## config.mk

```make
export PLATFORM = sky130hd
export DESIGN_NAME = uart_irq_core
export DESIGN_NICKNAME = d
export VERILOG_FILES = /design/src/uart_irq_pkg.sv /design/src/uart_irq_core.sv
export SDC_FILE = /design/constraint.sdc
export NUM_CORES = 1
export LEC_CHECK = 0
export ABC_AREA = 0
export BUFFER_PORTS_ARGS = -buffer_cell sky130_fd_sc_hd__buf_2
export CAP_MARGIN = 20
export CORE_AREA = 5 5 253 255
export DETAILED_ROUTE_END_ITERATION = 16
export DIE_AREA = 0 0 258 260
export PLACE_DENSITY = 0.62
export RECOVER_POWER = 50
export SYNTH_ARGS = -nofsm -noshare
export SYNTH_HDL_FRONTEND = slang
export SYNTH_SLANG_ARGS = --single-unit
```

## constraint.sdc

```tcl
create_clock -name clk -period 6.26 [get_ports clk]
set_input_delay 1.252 -clock clk [delete_from_list [all_inputs] [get_ports clk]]
set_output_delay 1.252 -clock clk [all_outputs]
set_load 0.005 [all_outputs]
```

## src/uart_irq_pkg.sv

```systemverilog
package uart_irq_pkg;

    localparam logic [7:0] ADDR_DATA = 8'h00;
    localparam logic [7:0] ADDR_FLAG = 8'h04;
    localparam logic [7:0] ADDR_CTRL = 8'h08;
    localparam logic [7:0] ADDR_BAUD = 8'h0C;
    localparam logic [7:0] ADDR_LEVEL = 8'h10;
    localparam logic [7:0] ADDR_RAW = 8'h14;
    localparam logic [7:0] ADDR_MASK = 8'h18;
    localparam logic [7:0] ADDR_MASKED = 8'h1C;
    localparam logic [7:0] ADDR_CLEAR = 8'h20;

    // control register fields
    localparam int CTRL_FIFO_EN = 0;
    localparam int CTRL_TX_EN = 1;
    localparam int CTRL_RX_EN = 2;
    localparam int CTRL_PAR_EN = 3;
    localparam int CTRL_PAR_ODD = 4;
    localparam int CTRL_W = 5;
    localparam logic [4:0] CTRL_RESET = 5'h06;

    // level register: tx_threshold_select low, receive select above it
    localparam int TX_SEL_LSB = 0;
    localparam int RX_SEL_LSB = 3;
    localparam int SEL_W = 3;
    localparam logic [5:0] LEVEL_RESET = 6'h12;

    // threshold encodings in eighths of the fifo depth
    localparam logic [2:0] SEL_EIGHTH = 3'h0;
    localparam logic [2:0] SEL_QUARTER = 3'h1;
    localparam logic [2:0] SEL_HALF = 3'h2;
    localparam logic [2:0] SEL_THREEQ = 3'h3;
    localparam logic [2:0] SEL_SEVENE = 3'h4;

    localparam int TIMEOUT_TICKS = 511;
    localparam logic [3:0] OVERSAMPLE_LAST = 4'hF;
    localparam logic [3:0] OVERSAMPLE_MID = 4'h7;
    localparam logic [2:0] DATA_LAST = 3'h7;

    typedef struct packed {
        logic overrun;
        logic brk;
        logic parity;
        logic framing;
        logic timeout;
        logic tx;
        logic rx;
    } irqEvents_t;

    localparam int EVT_W = 7;

    typedef enum {TX_IDLE, TX_START, TX_DATA, TX_PARITY, TX_STOP} txState_t;
    typedef enum {RX_IDLE, RX_START, RX_DATA, RX_PARITY, RX_STOP} rxState_t;

endpackage
```

## src/uart_irq_core.sv

```systemverilog
// Added by the designer: the register addresses and register access over APB.
`timescale 1ns/1ps
`default_nettype none
module uart_irq_core #(
    parameter int FIFO_DEPTH = 32,
    parameter logic [15:0] BAUD_DIV_RESET = 16'h0035
) (
    input wire logic clk,
    input wire logic srst,
    input wire logic psel,
    input wire logic penable,
    input wire logic pwrite,
    input wire logic [7:0] paddr,
    input wire logic [31:0] pwdata,
    output logic [31:0] prdata,
    output logic pready,
    output logic pslverr,
    input wire logic rxd,
    output logic txd,
    output logic irq
);
    localparam int PW = $clog2(FIFO_DEPTH);
    localparam int CW = PW + 1;

    if (FIFO_DEPTH < 8 || (1 << PW) != FIFO_DEPTH) begin : g_bad_depth
        $error("FIFO_DEPTH must be a power of two of at least 8");
    end

    // threshold level in characters for a select code
    function automatic logic [CW-1:0] level(input logic [2:0] sel);
        logic [CW-1:0] e;
        e = CW'(FIFO_DEPTH / 8);
        case (sel)
            uart_irq_pkg::SEL_EIGHTH: level = e;
            uart_irq_pkg::SEL_QUARTER: level = CW'(e * 2);
            uart_irq_pkg::SEL_HALF: level = CW'(e * 4);
            uart_irq_pkg::SEL_THREEQ: level = CW'(e * 6);
            default: level = CW'(e * 7);
        endcase
    endfunction

    logic [uart_irq_pkg::CTRL_W-1:0] ctrl_ff;
    logic [15:0] baudDiv_ff;
    logic [5:0] levelSel_ff;
    uart_irq_pkg::irqEvents_t raw_ff, mask_ff, nxt_raw;
    logic [15:0] divCnt_ff;
    logic sixteenXBaudTick_ff;

    // apb slave: one wait state, answer on the second access cycle
    logic access, wrAccess, rdAccess, known;
    // writes and the receive pop commit on the first access edge, pready follows it
    assign access = psel && penable && !pready;
    assign wrAccess = access && pwrite;
    assign rdAccess = access && !pwrite;
    always_comb begin
        known = 1'b1;
        if (paddr == uart_irq_pkg::ADDR_DATA) known = 1'b1;
        else if (paddr == uart_irq_pkg::ADDR_FLAG) known = 1'b1;
        else if (paddr == uart_irq_pkg::ADDR_CTRL) known = 1'b1;
        else if (paddr == uart_irq_pkg::ADDR_BAUD) known = 1'b1;
        else if (paddr == uart_irq_pkg::ADDR_LEVEL) known = 1'b1;
        else if (paddr == uart_irq_pkg::ADDR_RAW) known = 1'b1;
        else if (paddr == uart_irq_pkg::ADDR_MASK) known = 1'b1;
        else if (paddr == uart_irq_pkg::ADDR_MASKED) known = 1'b1;
        else if (paddr == uart_irq_pkg::ADDR_CLEAR) known = 1'b1;
        else known = 1'b0;
    end

    logic fifoOn;
    assign fifoOn = ctrl_ff[uart_irq_pkg::CTRL_FIFO_EN];
    logic [CW-1:0] capacity;
    assign capacity = fifoOn ? CW'(FIFO_DEPTH) : CW'(1);

    // fifos: depth one acts as the single holding buffer when fifos are off
    logic [7:0] txMem [FIFO_DEPTH];
    logic [7:0] rxMem [FIFO_DEPTH];
    logic [7:0] rxShift_ff;
    logic [PW-1:0] txWr_ff, txRd_ff, rxWr_ff, rxRd_ff;
    logic [CW-1:0] txCount_ff, rxCount_ff;
    logic txPush, txPop, rxPush, rxPop;
    logic dataWrite;
    assign dataWrite = wrAccess && paddr == uart_irq_pkg::ADDR_DATA;
    // a write into a full transmit fifo is dropped with no error response
    assign txPush = dataWrite && txCount_ff < capacity;
    assign rxPop = rdAccess && paddr == uart_irq_pkg::ADDR_DATA && rxCount_ff != '0;

    always_ff @(posedge clk) begin
        if (txPush) txMem[txWr_ff] <= pwdata[7:0];
        if (rxPush) rxMem[rxWr_ff] <= rxShift_ff;
    end

    always_ff @(posedge clk) begin
        if (srst || (wrAccess && paddr == uart_irq_pkg::ADDR_CTRL)) begin
            // changing the mode flushes both fifos
            txWr_ff <= '0;
            txRd_ff <= '0;
            txCount_ff <= '0;
            rxWr_ff <= '0;
            rxRd_ff <= '0;
            rxCount_ff <= '0;
        end else begin
            if (txPush) txWr_ff <= txWr_ff + 1'b1;
            if (txPop) txRd_ff <= txRd_ff + 1'b1;
            txCount_ff <= txCount_ff + CW'(txPush) - CW'(txPop);
            if (rxPush) rxWr_ff <= rxWr_ff + 1'b1;
            if (rxPop) rxRd_ff <= rxRd_ff + 1'b1;
            rxCount_ff <= rxCount_ff + CW'(rxPush) - CW'(rxPop);
        end
    end

    // sixteen-times-baud enable pulse
    always_ff @(posedge clk) begin
        if (srst || divCnt_ff >= baudDiv_ff) begin
            divCnt_ff <= '0;
            sixteenXBaudTick_ff <= !srst;
        end else begin
            divCnt_ff <= divCnt_ff + 1'b1;
            sixteenXBaudTick_ff <= 1'b0;
        end
    end

    // transmitter
    uart_irq_pkg::txState_t txState_ff;
    logic [7:0] txShift_ff;
    logic [3:0] txTick_ff;
    logic [2:0] txBit_ff;
    logic txLoad, txStopStart, txBitEnd;
    // the holding buffer empties on the edge the shifter loads
    assign txLoad = txState_ff == uart_irq_pkg::TX_IDLE && txCount_ff != '0
        && ctrl_ff[uart_irq_pkg::CTRL_TX_EN];
    assign txPop = txLoad;
    assign txBitEnd = sixteenXBaudTick_ff && txTick_ff == uart_irq_pkg::OVERSAMPLE_LAST;
    assign txStopStart = txBitEnd && ((txState_ff == uart_irq_pkg::TX_DATA
        && txBit_ff == uart_irq_pkg::DATA_LAST && !ctrl_ff[uart_irq_pkg::CTRL_PAR_EN])
        || txState_ff == uart_irq_pkg::TX_PARITY);

    always_ff @(posedge clk) begin
        if (srst) begin
            txState_ff <= uart_irq_pkg::TX_IDLE;
            txShift_ff <= '0;
            txTick_ff <= '0;
            txBit_ff <= '0;
            txd <= 1'b1;
        end else begin
            if (sixteenXBaudTick_ff) txTick_ff <= txTick_ff + 1'b1;
            case (txState_ff)
                uart_irq_pkg::TX_IDLE: begin
                    txd <= 1'b1;
                    txTick_ff <= '0;
                    if (txLoad) begin
                        txShift_ff <= txMem[txRd_ff];
                        txState_ff <= uart_irq_pkg::TX_START;
                        txd <= 1'b0;
                    end
                end
                uart_irq_pkg::TX_START: begin
                    if (txBitEnd) begin
                        txState_ff <= uart_irq_pkg::TX_DATA;
                        txBit_ff <= '0;
                        txd <= txShift_ff[0];
                    end
                end
                uart_irq_pkg::TX_DATA: begin
                    if (txStopStart) begin
                        txState_ff <= uart_irq_pkg::TX_STOP;
                        txd <= 1'b1;
                    end else if (txBitEnd && txBit_ff == uart_irq_pkg::DATA_LAST) begin
                        txState_ff <= uart_irq_pkg::TX_PARITY;
                        txd <= ^txShift_ff ^ ctrl_ff[uart_irq_pkg::CTRL_PAR_ODD];
                    end else if (txBitEnd) begin
                        txBit_ff <= txBit_ff + 1'b1;
                        txd <= txShift_ff[txBit_ff + 3'h1];
                    end
                end
                uart_irq_pkg::TX_PARITY: begin
                    if (txStopStart) begin
                        txState_ff <= uart_irq_pkg::TX_STOP;
                        txd <= 1'b1;
                    end
                end
                default: begin
                    if (txBitEnd) txState_ff <= uart_irq_pkg::TX_IDLE;
                end
            endcase
        end
    end

    // receiver, sampling mid-bit on the sixteen-times tick
    uart_irq_pkg::rxState_t rxState_ff;
    logic [3:0] rxTick_ff;
    logic [2:0] rxBit_ff;
    logic rxSample, stopSampled, parityBad, rxFull;
    assign rxSample = sixteenXBaudTick_ff && rxTick_ff == uart_irq_pkg::OVERSAMPLE_LAST;
    assign stopSampled = rxState_ff == uart_irq_pkg::RX_STOP && rxSample;
    assign parityBad = rxState_ff == uart_irq_pkg::RX_PARITY && rxSample
        && (rxd != (^rxShift_ff ^ ctrl_ff[uart_irq_pkg::CTRL_PAR_ODD]));
    // a full receive fifo loses the incoming character; the overrun event reports it
    assign rxFull = rxCount_ff >= capacity;
    assign rxPush = stopSampled && !rxFull;

    always_ff @(posedge clk) begin
        if (srst) begin
            rxState_ff <= uart_irq_pkg::RX_IDLE;
            rxShift_ff <= '0;
            rxTick_ff <= '0;
            rxBit_ff <= '0;
        end else if (sixteenXBaudTick_ff) begin
            rxTick_ff <= rxTick_ff + 1'b1;
            case (rxState_ff)
                uart_irq_pkg::RX_IDLE: begin
                    rxTick_ff <= '0;
                    if (!rxd && ctrl_ff[uart_irq_pkg::CTRL_RX_EN]) rxState_ff <= uart_irq_pkg::RX_START;
                end
                uart_irq_pkg::RX_START: begin
                    // re-centre on the middle of the start bit; a glitch returns to idle
                    if (rxTick_ff == uart_irq_pkg::OVERSAMPLE_MID) begin
                        rxTick_ff <= '0;
                        rxBit_ff <= '0;
                        rxState_ff <= rxd ? uart_irq_pkg::RX_IDLE : uart_irq_pkg::RX_DATA;
                    end
                end
                uart_irq_pkg::RX_DATA: begin
                    if (rxSample) begin
                        rxShift_ff <= {rxd, rxShift_ff[7:1]};
                        rxBit_ff <= rxBit_ff + 1'b1;
                        if (rxBit_ff == uart_irq_pkg::DATA_LAST) begin
                            rxState_ff <= ctrl_ff[uart_irq_pkg::CTRL_PAR_EN] ? uart_irq_pkg::RX_PARITY
                                : uart_irq_pkg::RX_STOP;
                        end
                    end
                end
                uart_irq_pkg::RX_PARITY: begin
                    if (rxSample) rxState_ff <= uart_irq_pkg::RX_STOP;
                end
                default: begin
                    if (rxSample) rxState_ff <= uart_irq_pkg::RX_IDLE;
                end
            endcase
        end
    end

    // receive timeout: counts ticks while data waits and the line and fifo stay quiet
    logic [8:0] idleTicks_ff;
    logic timeoutHit;
    assign timeoutHit = sixteenXBaudTick_ff && idleTicks_ff == 9'(uart_irq_pkg::TIMEOUT_TICKS - 1);
    always_ff @(posedge clk) begin
        if (srst || rxCount_ff == '0 || rxPop || rxPush || rxState_ff != uart_irq_pkg::RX_IDLE) begin
            idleTicks_ff <= '0;
        // parking at the limit keeps one idle spell from raising the event twice
        end else if (sixteenXBaudTick_ff && idleTicks_ff != 9'(uart_irq_pkg::TIMEOUT_TICKS)) begin
            idleTicks_ff <= idleTicks_ff + 1'b1;
        end
    end

    // event status: a set in the same cycle as a clear wins
    uart_irq_pkg::irqEvents_t setEv, clrEv;
    logic [CW-1:0] txLevel, rxLevel;
    assign txLevel = level(levelSel_ff[uart_irq_pkg::TX_SEL_LSB +: uart_irq_pkg::SEL_W]);
    assign rxLevel = level(levelSel_ff[uart_irq_pkg::RX_SEL_LSB +: uart_irq_pkg::SEL_W]);
    always_comb begin
        setEv = '0;
        clrEv = '0;
        setEv.overrun = stopSampled && rxFull;
        // a break also reads low at the stop position, so framing rises with it
        setEv.brk = stopSampled && !rxd && rxShift_ff == '0;
        setEv.parity = parityBad;
        setEv.framing = stopSampled && !rxd;
        setEv.timeout = timeoutHit;
        if (fifoOn) begin
            setEv.rx = rxPush && (rxCount_ff + CW'(1)) == rxLevel;
            setEv.tx = txStopStart && txCount_ff == txLevel;
            // refilling above the threshold withdraws the event with no software clear
            clrEv.tx = txCount_ff > txLevel;
        end else begin
            setEv.rx = stopSampled;
            setEv.tx = txLoad;
            clrEv.tx = dataWrite;
        end
        if (wrAccess && paddr == uart_irq_pkg::ADDR_CLEAR) begin
            clrEv = clrEv | uart_irq_pkg::irqEvents_t'(pwdata[uart_irq_pkg::EVT_W-1:0]);
        end
        nxt_raw = (raw_ff & ~clrEv) | setEv;
    end

    always_ff @(posedge clk) begin
        if (srst) raw_ff <= '0;
        else raw_ff <= nxt_raw;
    end

    always_ff @(posedge clk) begin
        // irq trails the status by one cycle, the price of a registered output
        if (srst) irq <= 1'b0;
        else irq <= |(raw_ff & mask_ff);
    end

    // configuration registers
    always_ff @(posedge clk) begin
        if (srst) begin
            ctrl_ff <= uart_irq_pkg::CTRL_RESET;
            baudDiv_ff <= BAUD_DIV_RESET;
            levelSel_ff <= uart_irq_pkg::LEVEL_RESET;
            mask_ff <= '0;
        end else if (wrAccess) begin
            if (paddr == uart_irq_pkg::ADDR_CTRL) ctrl_ff <= pwdata[uart_irq_pkg::CTRL_W-1:0];
            else if (paddr == uart_irq_pkg::ADDR_BAUD) baudDiv_ff <= pwdata[15:0];
            else if (paddr == uart_irq_pkg::ADDR_LEVEL) levelSel_ff <= pwdata[5:0];
            else if (paddr == uart_irq_pkg::ADDR_MASK) mask_ff <= pwdata[uart_irq_pkg::EVT_W-1:0];
        end
    end

    // read mux and handshake
    logic [31:0] rdValue;
    logic txBusy;
    assign txBusy = txState_ff != uart_irq_pkg::TX_IDLE || txCount_ff != '0;
    always_comb begin
        rdValue = '0;
        if (paddr == uart_irq_pkg::ADDR_DATA) rdValue = {24'h000000, rxCount_ff != '0 ? rxMem[rxRd_ff] : 8'h00};
        else if (paddr == uart_irq_pkg::ADDR_FLAG) begin
            rdValue = {8'h00, 8'(rxCount_ff), 8'(txCount_ff), 3'h0, txBusy, rxFull,
                txCount_ff >= capacity, rxCount_ff == '0, txCount_ff == '0};
        end
        else if (paddr == uart_irq_pkg::ADDR_CTRL) rdValue = 32'(ctrl_ff);
        else if (paddr == uart_irq_pkg::ADDR_BAUD) rdValue = 32'(baudDiv_ff);
        else if (paddr == uart_irq_pkg::ADDR_LEVEL) rdValue = 32'(levelSel_ff);
        else if (paddr == uart_irq_pkg::ADDR_RAW) rdValue = 32'(raw_ff);
        else if (paddr == uart_irq_pkg::ADDR_MASK) rdValue = 32'(mask_ff);
        else if (paddr == uart_irq_pkg::ADDR_MASKED) rdValue = 32'(raw_ff & mask_ff);
        else rdValue = '0;
    end

    always_ff @(posedge clk) begin
        if (srst) begin
            pready <= 1'b0;
            pslverr <= 1'b0;
            prdata <= '0;
        end else begin
            pready <= access;
            pslverr <= access && !known;
            if (rdAccess) prdata <= rdValue;
        end
    end

endmodule // uart_irq_core
`default_nettype wire

```

==> results of run 1 <==
registers in the layout, indices dropped and copies added (netlist names), 6 cells and up, named ones only:
signal and count:
divCnt_ff 16, txShift_ff 8, rxMem 256, rxCount_ff 6
mask_ff 7, prdata 22, txMem 256, baudDiv_ff 16
raw_ff 7, idleTicks_ff 9, rxShift_ff 8, txCount_ff 6
levelSel_ff 6
metal layers:
layer | vias up | global-route usage [%]
li1 | 7275 | -
met1 | 8036 | 26.3
met2 | 467 | 30.5
met3 | 111 | 3.27
met4 | 2 | 5.09
met5 | - | 0
how the worst min path moves through the flow:
stage,start,end,slack (ps)
after floorplan,rxBit_ff[1]$_SDFFE_PP0P_,rxBit_ff[1]$_SDFFE_PP0P_,440
after global placement,prdata[15]$_SDFFE_PP0P_,prdata[15]$_SDFFE_PP0P_,440
after detailed placement,baudDiv_ff[3]$_SDFFE_PP0P_,baudDiv_ff[3]$_SDFFE_PP0P_,450
after CTS,baudDiv_ff[3]$_SDFFE_PP0P_,baudDiv_ff[3]$_SDFFE_PP0P_,460
after global routing,baudDiv_ff[3]$_SDFFE_PP0P_,baudDiv_ff[3]$_SDFFE_PP0P_,470
final,baudDiv_ff[3]$_SDFFE_PP0P_,baudDiv_ff[3]$_SDFFE_PP0P_,450
kinds of logic (layout without fill, tap and decap cells):
logic type,Yosys count,count (layout)
AO/OA/AOI/OAI,203,203
XOR/XNOR,65,65
AND/OR/NAND/NOR,491,491
multiplexers,212,212
flip-flops,678,678
other,1,10
adder cells (fa/ha/maj),70,70
buffers and inverters,165,271
worst reg2reg max path, stage by stage, from the launching register on:
cell and delay [ps]:
dfxtp_1 390, inv_1 190, ha_1 340, nor3b_1 220, o211ai_1 190, a211oi_4 580
inv_1 160, ha_1 320, inv_1 50, ha_1 150, inv_1 50, fa_1 390
inv_1 80, a21oi_1 60, nor2_1 90, nor2_1 60, xor2_1 120, nor2_1 50
cells in the final DEF, fill, tap and decap left out, drive strengths merged, types with 10 or more instances in the layout:
cell type / synthesis / layout
a211o: 10 / 10
a211oi: 10 / 10
a21oi: 64 / 64
a22oi: 25 / 25
buf: 49 / 39
clkbuf: 52 / 130
clkinv: 1 / 30
conb: 1 / 10
dfxtp: 166 / 166
edfxtp: 512 / 512
ha: 68 / 68
inv: 63 / 66
mux2i: 67 / 67
mux4: 142 / 142
nand2: 90 / 90
nand2b: 18 / 18
nand3: 25 / 25
nand3b: 10 / 10
nand4: 22 / 22
nor2: 239 / 239
nor2b: 17 / 17
nor3: 17 / 17
o21ai: 26 / 26
o22ai: 10 / 10
xnor2: 36 / 36
xor2: 29 / 29
final cells by class:
type	instances	area (um2)
clock buffer	93	2040
clock inverter	38	338
fill	5038	29600
inverter	64	240
multi-input combinational	1051	9100
sequential	678	18700
tap	790	988
timing repair buffer	76	363
power groups by stage:
| stage | Combinational, mW | Clock, mW | Sequential (mW) |
|---|---|---|---|
| after floorplan | 0.953 | 0 | 4.99 |
| after global placement | 1.15 | 0 | 5.11 |
| after detailed placement | 1.17 | 0 | 5.11 |
| after CTS | 1.18 | 4.34 | 5.01 |
| after global routing | 1.26 | 4.55 | 5.03 |
| final | 1.16 | 4.26 | 5.01 |
stage by stage:
| stage | std cells | power [mW] |
|---|---|---|
| CTS | 2788 | 10.5 |
| global placement | 2657 | 6.26 |
| detailed placement | 2657 | 6.28 |
| floorplan | 1894 | 5.94 |
| global route | 2790 | 10.8 |
| finish | 2790 | 10.4 |
==> flow_metrics.py, run 1 <==
metrics = {
    "worst_setup_path": {
        "start_kind": "primary input",
        "crit_buf_inv": 3,
        "end_kind": "register",
        "cp_top_family": "simple AND/OR/NAND/NOR gates",
        "r2r_end": "rxCount_ff[4]$_SDFF_PP0_",
        "max_stage_delay_ps": 560,
        "r2r_start": "ctrl_ff[0]$_SDFFE_PP0P_",
        "worstPathArrival_ps": 4300,
        "path_class": "primary input to register",
        "required_ps": 6750,
        "startpoint": "paddr[7]",
        "crit_cells": 14,
        "crit_chain": "clkbuf_1 > or4_4 > or3_1 > nor4_4 > buf_4 > ha_1 > inv_1 > ha_1 > a21o_1 > a21oi_1 > o21bai_1 > a21oi_1 > xnor2_1 > nor2_1",
        "r2r_cells": 17,
        "crit_path_max_fanout": 7,
        "rrSetupSlack_ps": 2650,
        "crit_end": "rxCount_ff[5]$_SDFF_PP0_",
        "slowest_stage": "or4_4",
    },
    "sta": {
        "grt_setup_unrepaired": "no",
        "period_share_pct": 60.8,
        "drv_slew": 561,
        "finClkSkew_ps": 32.2,
        "fin_setup_tns_ps": 0,
        "tightest_slew_ps": 2360,
        "setup_viol": 0,
        "relSlewSlack_pct": -57.5,
        "whs_ps": 455,
        "finalHoldViolCount": 0,
        "fmax_mhz": 263,
        "fin_ws_ps": 2450,
        "fin_crit_ps": 3810,
    },
    "logic_synthesis": {
        "synthMuxAreaShare_pct": 13.7,
        "synthSimpleGateAreaFrac_pct": 8.21,
        "synth_top_area_share_pct": 53.9,
        "ys_ff_latch": 678,
        "synth.top_cells.by_count": "edfxtp_1, nor2_1, dfxtp_1, mux4_2, nand2_1",
        "synth-main-ff-cell": "edfxtp_1",
        "synth_area_leaders": "edfxtp_1, dfxtp_1, mux4_2",
        "synth_edf_count": 512,
        "synthAdderAreaFrac_pct": 3.12,
        "async_flop_share_pct": 0,
        "synth_compound_area_share_pct": 4.77,
        "ys_seq_area_share_pct": 65.6,
        "synth_most_common_cell": "edfxtp_1",
        "syn_area_um2": 28500,
        "synth_top_family_by_area": "multiplexers",
        "syn_area_per_cell_um2": 15.1,
        "synth_xor_xnor_area_share_pct": 2.00,
        "synth_cell_types": 77,
        "yosysTopAreaCell": "edfxtp_1",
        "yosys_warnings": 0,
        "syn_inst": 1885,
    },
    "pwr": {
        "clkPwrFrac_pct": 40.9,
        "p_per_area_nw_per_um2": 328,
        "intPower_mw": 7.93,
        "p_seq_share_pct": 48.0,
        "p_comb_share_pct": 11.1,
        "netSwitchingPower_mw": 2.49,
        "cellLeakagePower_nw": 10.2,
        "swShare_pct": 23.9,
        "ir_drop_uv": 219,
    },
    "cells_and_area": {
        "final_layout_size_suffix_gt1_share_pct": 16.3,
        "n_antenna_cell": 0,
        "syn_to_final_growth_pct": 11.5,
        "stdcell_area_um2": 31800,
        "utilization_pct": 51.8,
        "fin_nets": 2060,
    },
    "route": {
        "wl_met1_um": 27200,
        "via_per_inst": 5.70,
        "first_pass_iters": 5,
        "antenna_left": 0,
        "drt_iter0_drc": 1353,
        "maxUsedRoutingLayer": "met5",
        "finalWirelength_um": 63100,
        "drc": 0,
        "met3WireLength_um": 3580,
        "wl_per_cell_um": 22.6,
        "wl_met2_um": 30700,
        "vias": 15900,
    },
    "clock_tree": {
        "cts_made_buffers": 73,
        "cts_setup_buffers": 0,
        "clock-sinks": 678,
        "clkTransAtPathRegs_ps": 60,
        "cts_buffer_depth": 3,
        "worstSkewPairLatency_ps": 610,
        "root_buffer": "clkbuf_16",
        "holdBufCountCts": 0,
        "cts_tree": "yes",
        "post_cts_resized": 0,
        "cts_max_level": 3,
    },
    "placement": {
        "post-dp-hpwl_um": 40100,
        "io_buffers": 55,
        "placed_area_um2": 29500,
        "post-place-ws_ps": 1830,
        "place_congestion": 0.845,
    },
    "floorplanning": {
        "die_h_um": 260,
        "coreArea_um2": 61400,
        "rows": 91,
        "num_io_pins": 82,
        "die_area_um2": 67100,
        "start_util_pct": 46.5,
        "dieWidth_um": 258,
    },
    "min_path": {
        "whs_path_depth": 2,
        "hold_path.class": "register to register",
    },
    "flow_run": {
        "drv_cap": 15,
    },
    "run_status": {
        "failed_checks": "capacitance limit, slew limit",
        "outcome": "finished with violations",
    },
    "global_route": {
        "grt_pass1_vias": 15900,
        "antenna_found_initial": 3,
        "grt_pass1_wl_um": 96800,
        "grt_max_degree": 51,
        "track_usage_pct": 18.7,
        "globalRouteOverflowTotal": 0,
    },
}
Power figures use the tool's default switching activity.
==> run 2, diff against run 1 <==
- PLACE_DENSITY: 0.62 -> 0.65
- clock period: 6.26 -> 3.3 ns (I/O delays scaled with it)
==> run 2 against run 1 <==
Against the previous run:
- the flow still finishes with violations (capacitance limit, slew limit)
- non-clock buffer count increased by 102
- register-to-register slack lost 2500 ps
- first-iteration DRC count decreased by 3.4%
- sequential power up 87%
- count of clock-buffer cells in the layout fell by 5
- critical path depth up 1
- clock power is 86% higher
- combinational power up 110%
- wire length about the same
- cell area up 2.4%
- largest cell class unchanged
- largest power group unchanged
==> flow_metrics.py, run 2 (synthesis gave the netlist of run 1 again) <==
metrics = {
    "run_status": {
        "outcome": "finished with violations",
        "failed_checks": "capacitance limit, slew limit",
    },
    "clock_tree": {
        "clock-sinks": 678,
        "holdBufCountCts": 0,
        "root_buffer": "clkbuf_16",
        "cts_tree": "yes",
        "cts_buffer_depth": 3,
        "cts_max_level": 3,
        "clkTransAtPathRegs_ps": 60,
        "worstSkewPairLatency_ps": 620,
        "cts_made_buffers": 70,
    },
    "cells_and_area": {
        "reg_top3": "rxMem (256), txMem (256), prdata (22)",
        "final_common_cell": "edfxtp_1",
        "final_layout_size_suffix_gt1_share_pct": 20.1,
        "syn_to_final_growth_pct": 14.2,
        "final_cell_count_no_fill": 2890,
        "most-common-layout-cells": "edfxtp_1, nor2_1, dfxtp_1",
        "fillers": 4977,
        "stdcell_area_um2": 32600,
        "fin_nets": 2159,
    },
    "global_route": {
        "grt_pass1_vias": 16500,
        "grt_pass1_wl_um": 97800,
        "track_usage_pct": 18.8,
        "globalRouteOverflowTotal": 0,
        "antenna_found_initial": 2,
        "grt_max_degree": 49,
    },
    "route": {
        "first_pass_iters": 5,
        "drt_iter0_drc": 1307,
        "drc": 0,
        "wl_per_cell_um": 21.8,
        "finalWirelength_um": 63100,
        "antenna_left": 0,
        "vias": 16100,
        "via_per_inst": 5.58,
    },
    "worst_setup_path": {
        "rrSetupSlack_ps": 180,
        "path_class": "register to register",
        "start_kind": "register",
        "required_ps": 3790,
        "r2r_end": "txCount_ff[4]$_SDFF_PP0_",
        "r2r_start": "ctrl_ff[0]$_SDFFE_PP0P_",
        "end_kind": "register",
        "worstPathArrival_ps": 3600,
        "r2r_cells": 15,
        "crit_path_max_fanout": 8,
    },
    "sta": {
        "grt_setup_unrepaired": "no",
        "setup_viol": 0,
        "tightest_slew_ps": 1970,
        "period_share_pct": 94.5,
        "finalHoldViolCount": 0,
        "finClkSkew_ps": 23.8,
        "drv_slew": 594,
        "whs_ps": 283,
        "relSlewSlack_pct": -31.1,
        "fin_crit_ps": 3120,
        "fmax_mhz": 321,
    },
    "min_path": {
        "whs_path_depth": 3,
        "hold_path.class": "primary input to register",
        "min_to": "baudDiv_ff[13]$_SDFFE_PP0P_",
        "hold_start": "pwdata[13]",
    },
    "placement": {
        "place_congestion": 0.884,
        "io_buffers": 55,
        "place_inst": 2760,
        "placed_area_um2": 30300,
        "post-dp-hpwl_um": 40800,
    },
    "floorplanning": {
        "rows": 91,
        "start_util_pct": 46.5,
        "num_io_pins": 82,
        "die_h_um": 260,
        "die_area_um2": 67100,
        "coreArea_um2": 61400,
        "dieWidth_um": 258,
    },
    "pwr": {
        "cellLeakagePower_nw": 10.7,
        "p_per_area_nw_per_um2": 606,
        "ir_drop_uv": 534,
        "power_mw": 19.7,
    },
    "flow_run": {
        "drv_cap": 17,
    },
}
run 2: changes by cell type in the layout (fill, tap and decap cells not counted), moves of 3 or more:
| cell | previous run | this run |
|---|---|---|
| buf_12 | 0 | 5 |
| clkbuf_1 | 46 | 55 |
| clkbuf_8 | 3 | 6 |
| clkbuf_16 | 78 | 72 |
| inv_2 | 0 | 3 |
| buf_2 | 28 | 23 |
| inv_1 | 63 | 60 |
| buf_4 | 11 | 104 |
run 2: power by group:
group          total [mW]  internal [mW]  leakage (nW)  switching (mW)
Clock                7.94           4.65          1.15            3.30
Sequential           9.35           9.22          5.94           0.124
Combinational        2.44           1.17          3.57            1.27
run 2: what timing repair did:
item / 4_1_cts / 5_1_grt
buffers inserted: 0 / 1
gates resized for setup: 0 / 3
endpoints found under the setup margin: 0 / 4
run 2: stage by stage:
stage	TNS [ps]	setup WS, ps	utilization [%]
finish	0	183	53.1
detailed placement	-334	-177	49.4
floorplan	-110	-60.5	-
global placement	-315	-160	49.4
global route	0	10.6	53.1
CTS	0	49.1	53.2
run 2: worst max path at each step:
stage / start / end / slack [ps] / cells after the start
2_1_floorplan: paddr[7] / rxCount_ff[5]$_SDFF_PP0_ / -60 / 13
3_3_place_gp: paddr[7] / rxCount_ff[4]$_SDFF_PP0_ / -160 / 15
3_5_place_dp: paddr[7] / rxCount_ff[5]$_SDFF_PP0_ / -180 / 13
4_1_cts: ctrl_ff[0]$_SDFFE_PP0P_ / txCount_ff[4]$_SDFF_PP0_ / 50 / 15
5_1_grt: ctrl_ff[0]$_SDFFE_PP0P_ / txCount_ff[4]$_SDFF_PP0_ / 10 / 15
6_report: ctrl_ff[0]$_SDFFE_PP0P_ / txCount_ff[4]$_SDFF_PP0_ / 180 / 15
run 2: layout make-up:
class,instances,area (um2),share of cell area (%)
Clock inverter,40,410,1.26
Tap cell,790,988,3.04
Antenna cell,1,2.50,0.00769
Sequential cell,678,18700,57.5
Clock buffer,88,1920,5.90
Multi-Input combinational cell,1051,9120,28.0
Timing Repair Buffer,178,1170,3.59
Inverter,64,240,0.738
run 2: worst max-delay path: stages, from the launching register on:
cell      delay, ps
dfxtp_1         340
inv_2           110
ha_1            350
and3b_1         220
a221oi_2        250
and3_1          230
inv_1            50
ha_1            270
inv_1            40
ha_1            200
fa_1            400
a21oi_1         150
nor2_1           50
nor2_1          120
xor2_1          160
nor2_1           50
run 2: per-layer routing:
layer,routed length (um),GRT usage [%],vias up
li1,-,-,7466
met1,27100,25.9,8194
met2,31500,31.4,381
met3,3030,3.11,85
met4,1350,5.15,2
met5,13,0,-
==> run 3, diff against run 2 <==
- CELL_PAD_IN_SITES_DETAIL_PLACEMENT: default -> 0
- CELL_PAD_IN_SITES_GLOBAL_PLACEMENT: default -> 1
- PLACE_DENSITY: 0.65 -> 0.74
==> run 3 against run 2 <==
Against the previous run:
- the flow still finishes with violations (capacitance limit, slew limit)
- final cell count grew 0.31%
- via count is essentially flat
- count of clock-buffer cells in the layout grew 1
- clock skew grew 8.8 ps
- sequential share of layout area shrank 0.16 points
- global-route usage shrank 0.18 points
- sequential power grew 0.5%
- flip-flop and latch count is the same
- combinational power shrank 3%
- critical path type unchanged
==> flow_metrics.py, run 3 (synthesis gave the netlist of run 1 again) <==
metrics = {
    "cells_and_area": {
        "fillers": 4994,
        "most-common-layout-cells": "edfxtp_1, nor2_1, dfxtp_1",
        "final_layout_size_suffix_gt1_share_pct": 20.6,
        "final_common_cell": "edfxtp_1",
        "reg_top3": "rxMem (256), txMem (256), prdata (22)",
        "syn_to_final_growth_pct": 14.5,
        "fin_nets": 2173,
    },
    "worst_setup_path": {
        "r2r_cells": 15,
        "max_stage_delay_ps": 410,
        "rrSetupSlack_ps": 270,
        "cp_top_family": "adder cells",
        "r2r_start": "ctrl_ff[0]$_SDFFE_PP0P_",
        "crit_chain": "inv_2 > ha_1 > and3b_1 > a221oi_1 > and3_1 > inv_1 > ha_1 > inv_1 > ha_1 > fa_1 > a21oi_1 > nor2_1 > nor2_1 > xor2_1 > nor2_1",
        "path_class": "register to register",
        "slowest_stage": "fa_1",
        "required_ps": 3790,
        "worstPathArrival_ps": 3520,
        "crit_path_max_fanout": 6,
        "crit_cells": 15,
        "end_kind": "register",
        "start_kind": "register",
        "crit_buf_inv": 3,
        "crit_end": "txCount_ff[4]$_SDFF_PP0_",
        "startpoint": "ctrl_ff[0]$_SDFFE_PP0P_",
        "r2r_end": "txCount_ff[4]$_SDFF_PP0_",
    },
    "clock_tree": {
        "cts_made_buffers": 72,
        "cts_setup_buffers": 0,
        "cts_buffer_depth": 3,
        "worstSkewPairLatency_ps": 600,
        "clock-sinks": 678,
        "cts_max_level": 3,
        "cts_tree": "yes",
        "clkTransAtPathRegs_ps": 60,
        "root_buffer": "clkbuf_16",
    },
    "floorplanning": {
        "dieWidth_um": 258,
        "start_util_pct": 46.5,
        "coreArea_um2": 61400,
        "num_io_pins": 82,
        "rows": 91,
        "die_h_um": 260,
        "die_area_um2": 67100,
    },
    "sta": {
        "fin_setup_tns_ps": 0,
        "fin_crit_ps": 3030,
        "tightest_slew_ps": 1990,
        "setup_viol": 0,
        "grt_setup_unrepaired": "no",
        "finalHoldViolCount": 0,
        "fmax_mhz": 330,
        "drv_slew": 360,
        "fin_ws_ps": 267,
        "relSlewSlack_pct": -32.8,
        "period_share_pct": 91.9,
        "finClkSkew_ps": 32.6,
    },
    "min_path": {
        "whs_path_depth": 3,
        "hold_path.class": "primary input to register",
    },
    "route": {
        "first_pass_iters": 5,
        "finalWirelength_um": 62600,
        "drt_iter0_drc": 1180,
        "wl_per_cell_um": 21.6,
        "vias": 16100,
        "antenna_left": 0,
        "via_per_inst": 5.57,
        "drc": 0,
    },
    "global_route": {
        "grt_max_degree": 43,
        "grt_pass1_wl_um": 96900,
        "globalRouteOverflowTotal": 0,
        "antenna_found_initial": 0,
        "track_usage_pct": 18.6,
        "grt_pass1_vias": 16400,
    },
    "placement": {
        "place_congestion": 0.842,
        "post-place-ws_ps": -122,
        "io_buffers": 55,
        "post-dp-hpwl_um": 41200,
    },
    "pwr": {
        "power_mw": 19.9,
        "p_per_area_nw_per_um2": 608,
        "cellLeakagePower_nw": 10.7,
        "ir_drop_uv": 496,
    },
    "run_status": {
        "failed_checks": "capacitance limit, slew limit",
        "outcome": "finished with violations",
    },
    "flow_run": {
        "drv_cap": 10,
    },
}
-- run 3: changes by cell type in the layout (fill, tap and decap cells not counted), moves of 2 or more --
cell | before | now
buf_4 | 104 | 112
inv_16 | 2 | 0
clkinv_1 | 12 | 5
clkinvlp_4 | 1 | 6
bufinv_16 | 6 | 9
clkbuf_8 | 6 | 4
buf_2 | 23 | 30
-- run 3: tightest hold or removal path: cells and delay by family --
family                 cells  cell delay (ps)
AO/OA/AOI/OAI              1               50
buffers and inverters      1              100
AND/OR/NAND/NOR            1               50
-- run 3: layout make-up --
class	instances	area (um2)	share of cell area (%)
clock buffers	89	1930	5.90
well taps	790	988	3.03
multi-input cells	1051	9100	27.9
flip-flops and latches	678	18700	57.3
inverters	64	240	0.736
repair buffers	190	1240	3.79
diodes	1	2.50	0.00766
clock inverters	36	449	1.38
-- run 3: metal layers --
layer / global-route usage (%) / share of wire, %
met1: 26.2 / 44
met5: 0 / 0
met3: 2.91 / 4.7
met2: 30.5 / 48
met4: 5.40 / 2.6
-- run 3: where the power goes --
group,internal (mW),total (mW),switching (mW)
clock network,4.86,8.10,3.24
registers,9.22,9.40,0.174
logic,1.20,2.37,1.17
-- run 3: worst min-delay path by stage --
stage                               start                           to  slack [ps]
3_3_place_gp     rxBit_ff[1]$_SDFFE_PP0P_     rxBit_ff[1]$_SDFFE_PP0P_         440
3_5_place_dp   baudDiv_ff[3]$_SDFFE_PP0P_   baudDiv_ff[3]$_SDFFE_PP0P_         450
5_1_grt                         pwdata[8]   baudDiv_ff[8]$_SDFFE_PP0P_         300
6_report                       pwdata[10]  baudDiv_ff[10]$_SDFFE_PP0P_         300
2_1_floorplan    rxBit_ff[1]$_SDFFE_PP0P_     rxBit_ff[1]$_SDFFE_PP0P_         440
4_1_cts                        pwdata[15]  baudDiv_ff[15]$_SDFFE_PP0P_         270
-- run 3: metrics by stage --
step           cells  area [um2]  hold WS, ps  util (%)
2_1_floorplan   1894       28600          436         -
3_3_place_gp    2773       30400          442      49.5
3_5_place_dp    2773       30400          451      49.5
4_1_cts         2898       32800          266      53.4
5_1_grt         2898       32600          296      53.2
6_report        2899       32700          304      53.2
-- run 3: what timing repair did --
action / CTS / global route
hold buffers: 0 / 0
gates resized for setup: 0 / 1
hold endpoints to repair: 0 / 0
setup endpoints to repair: 0 / 2
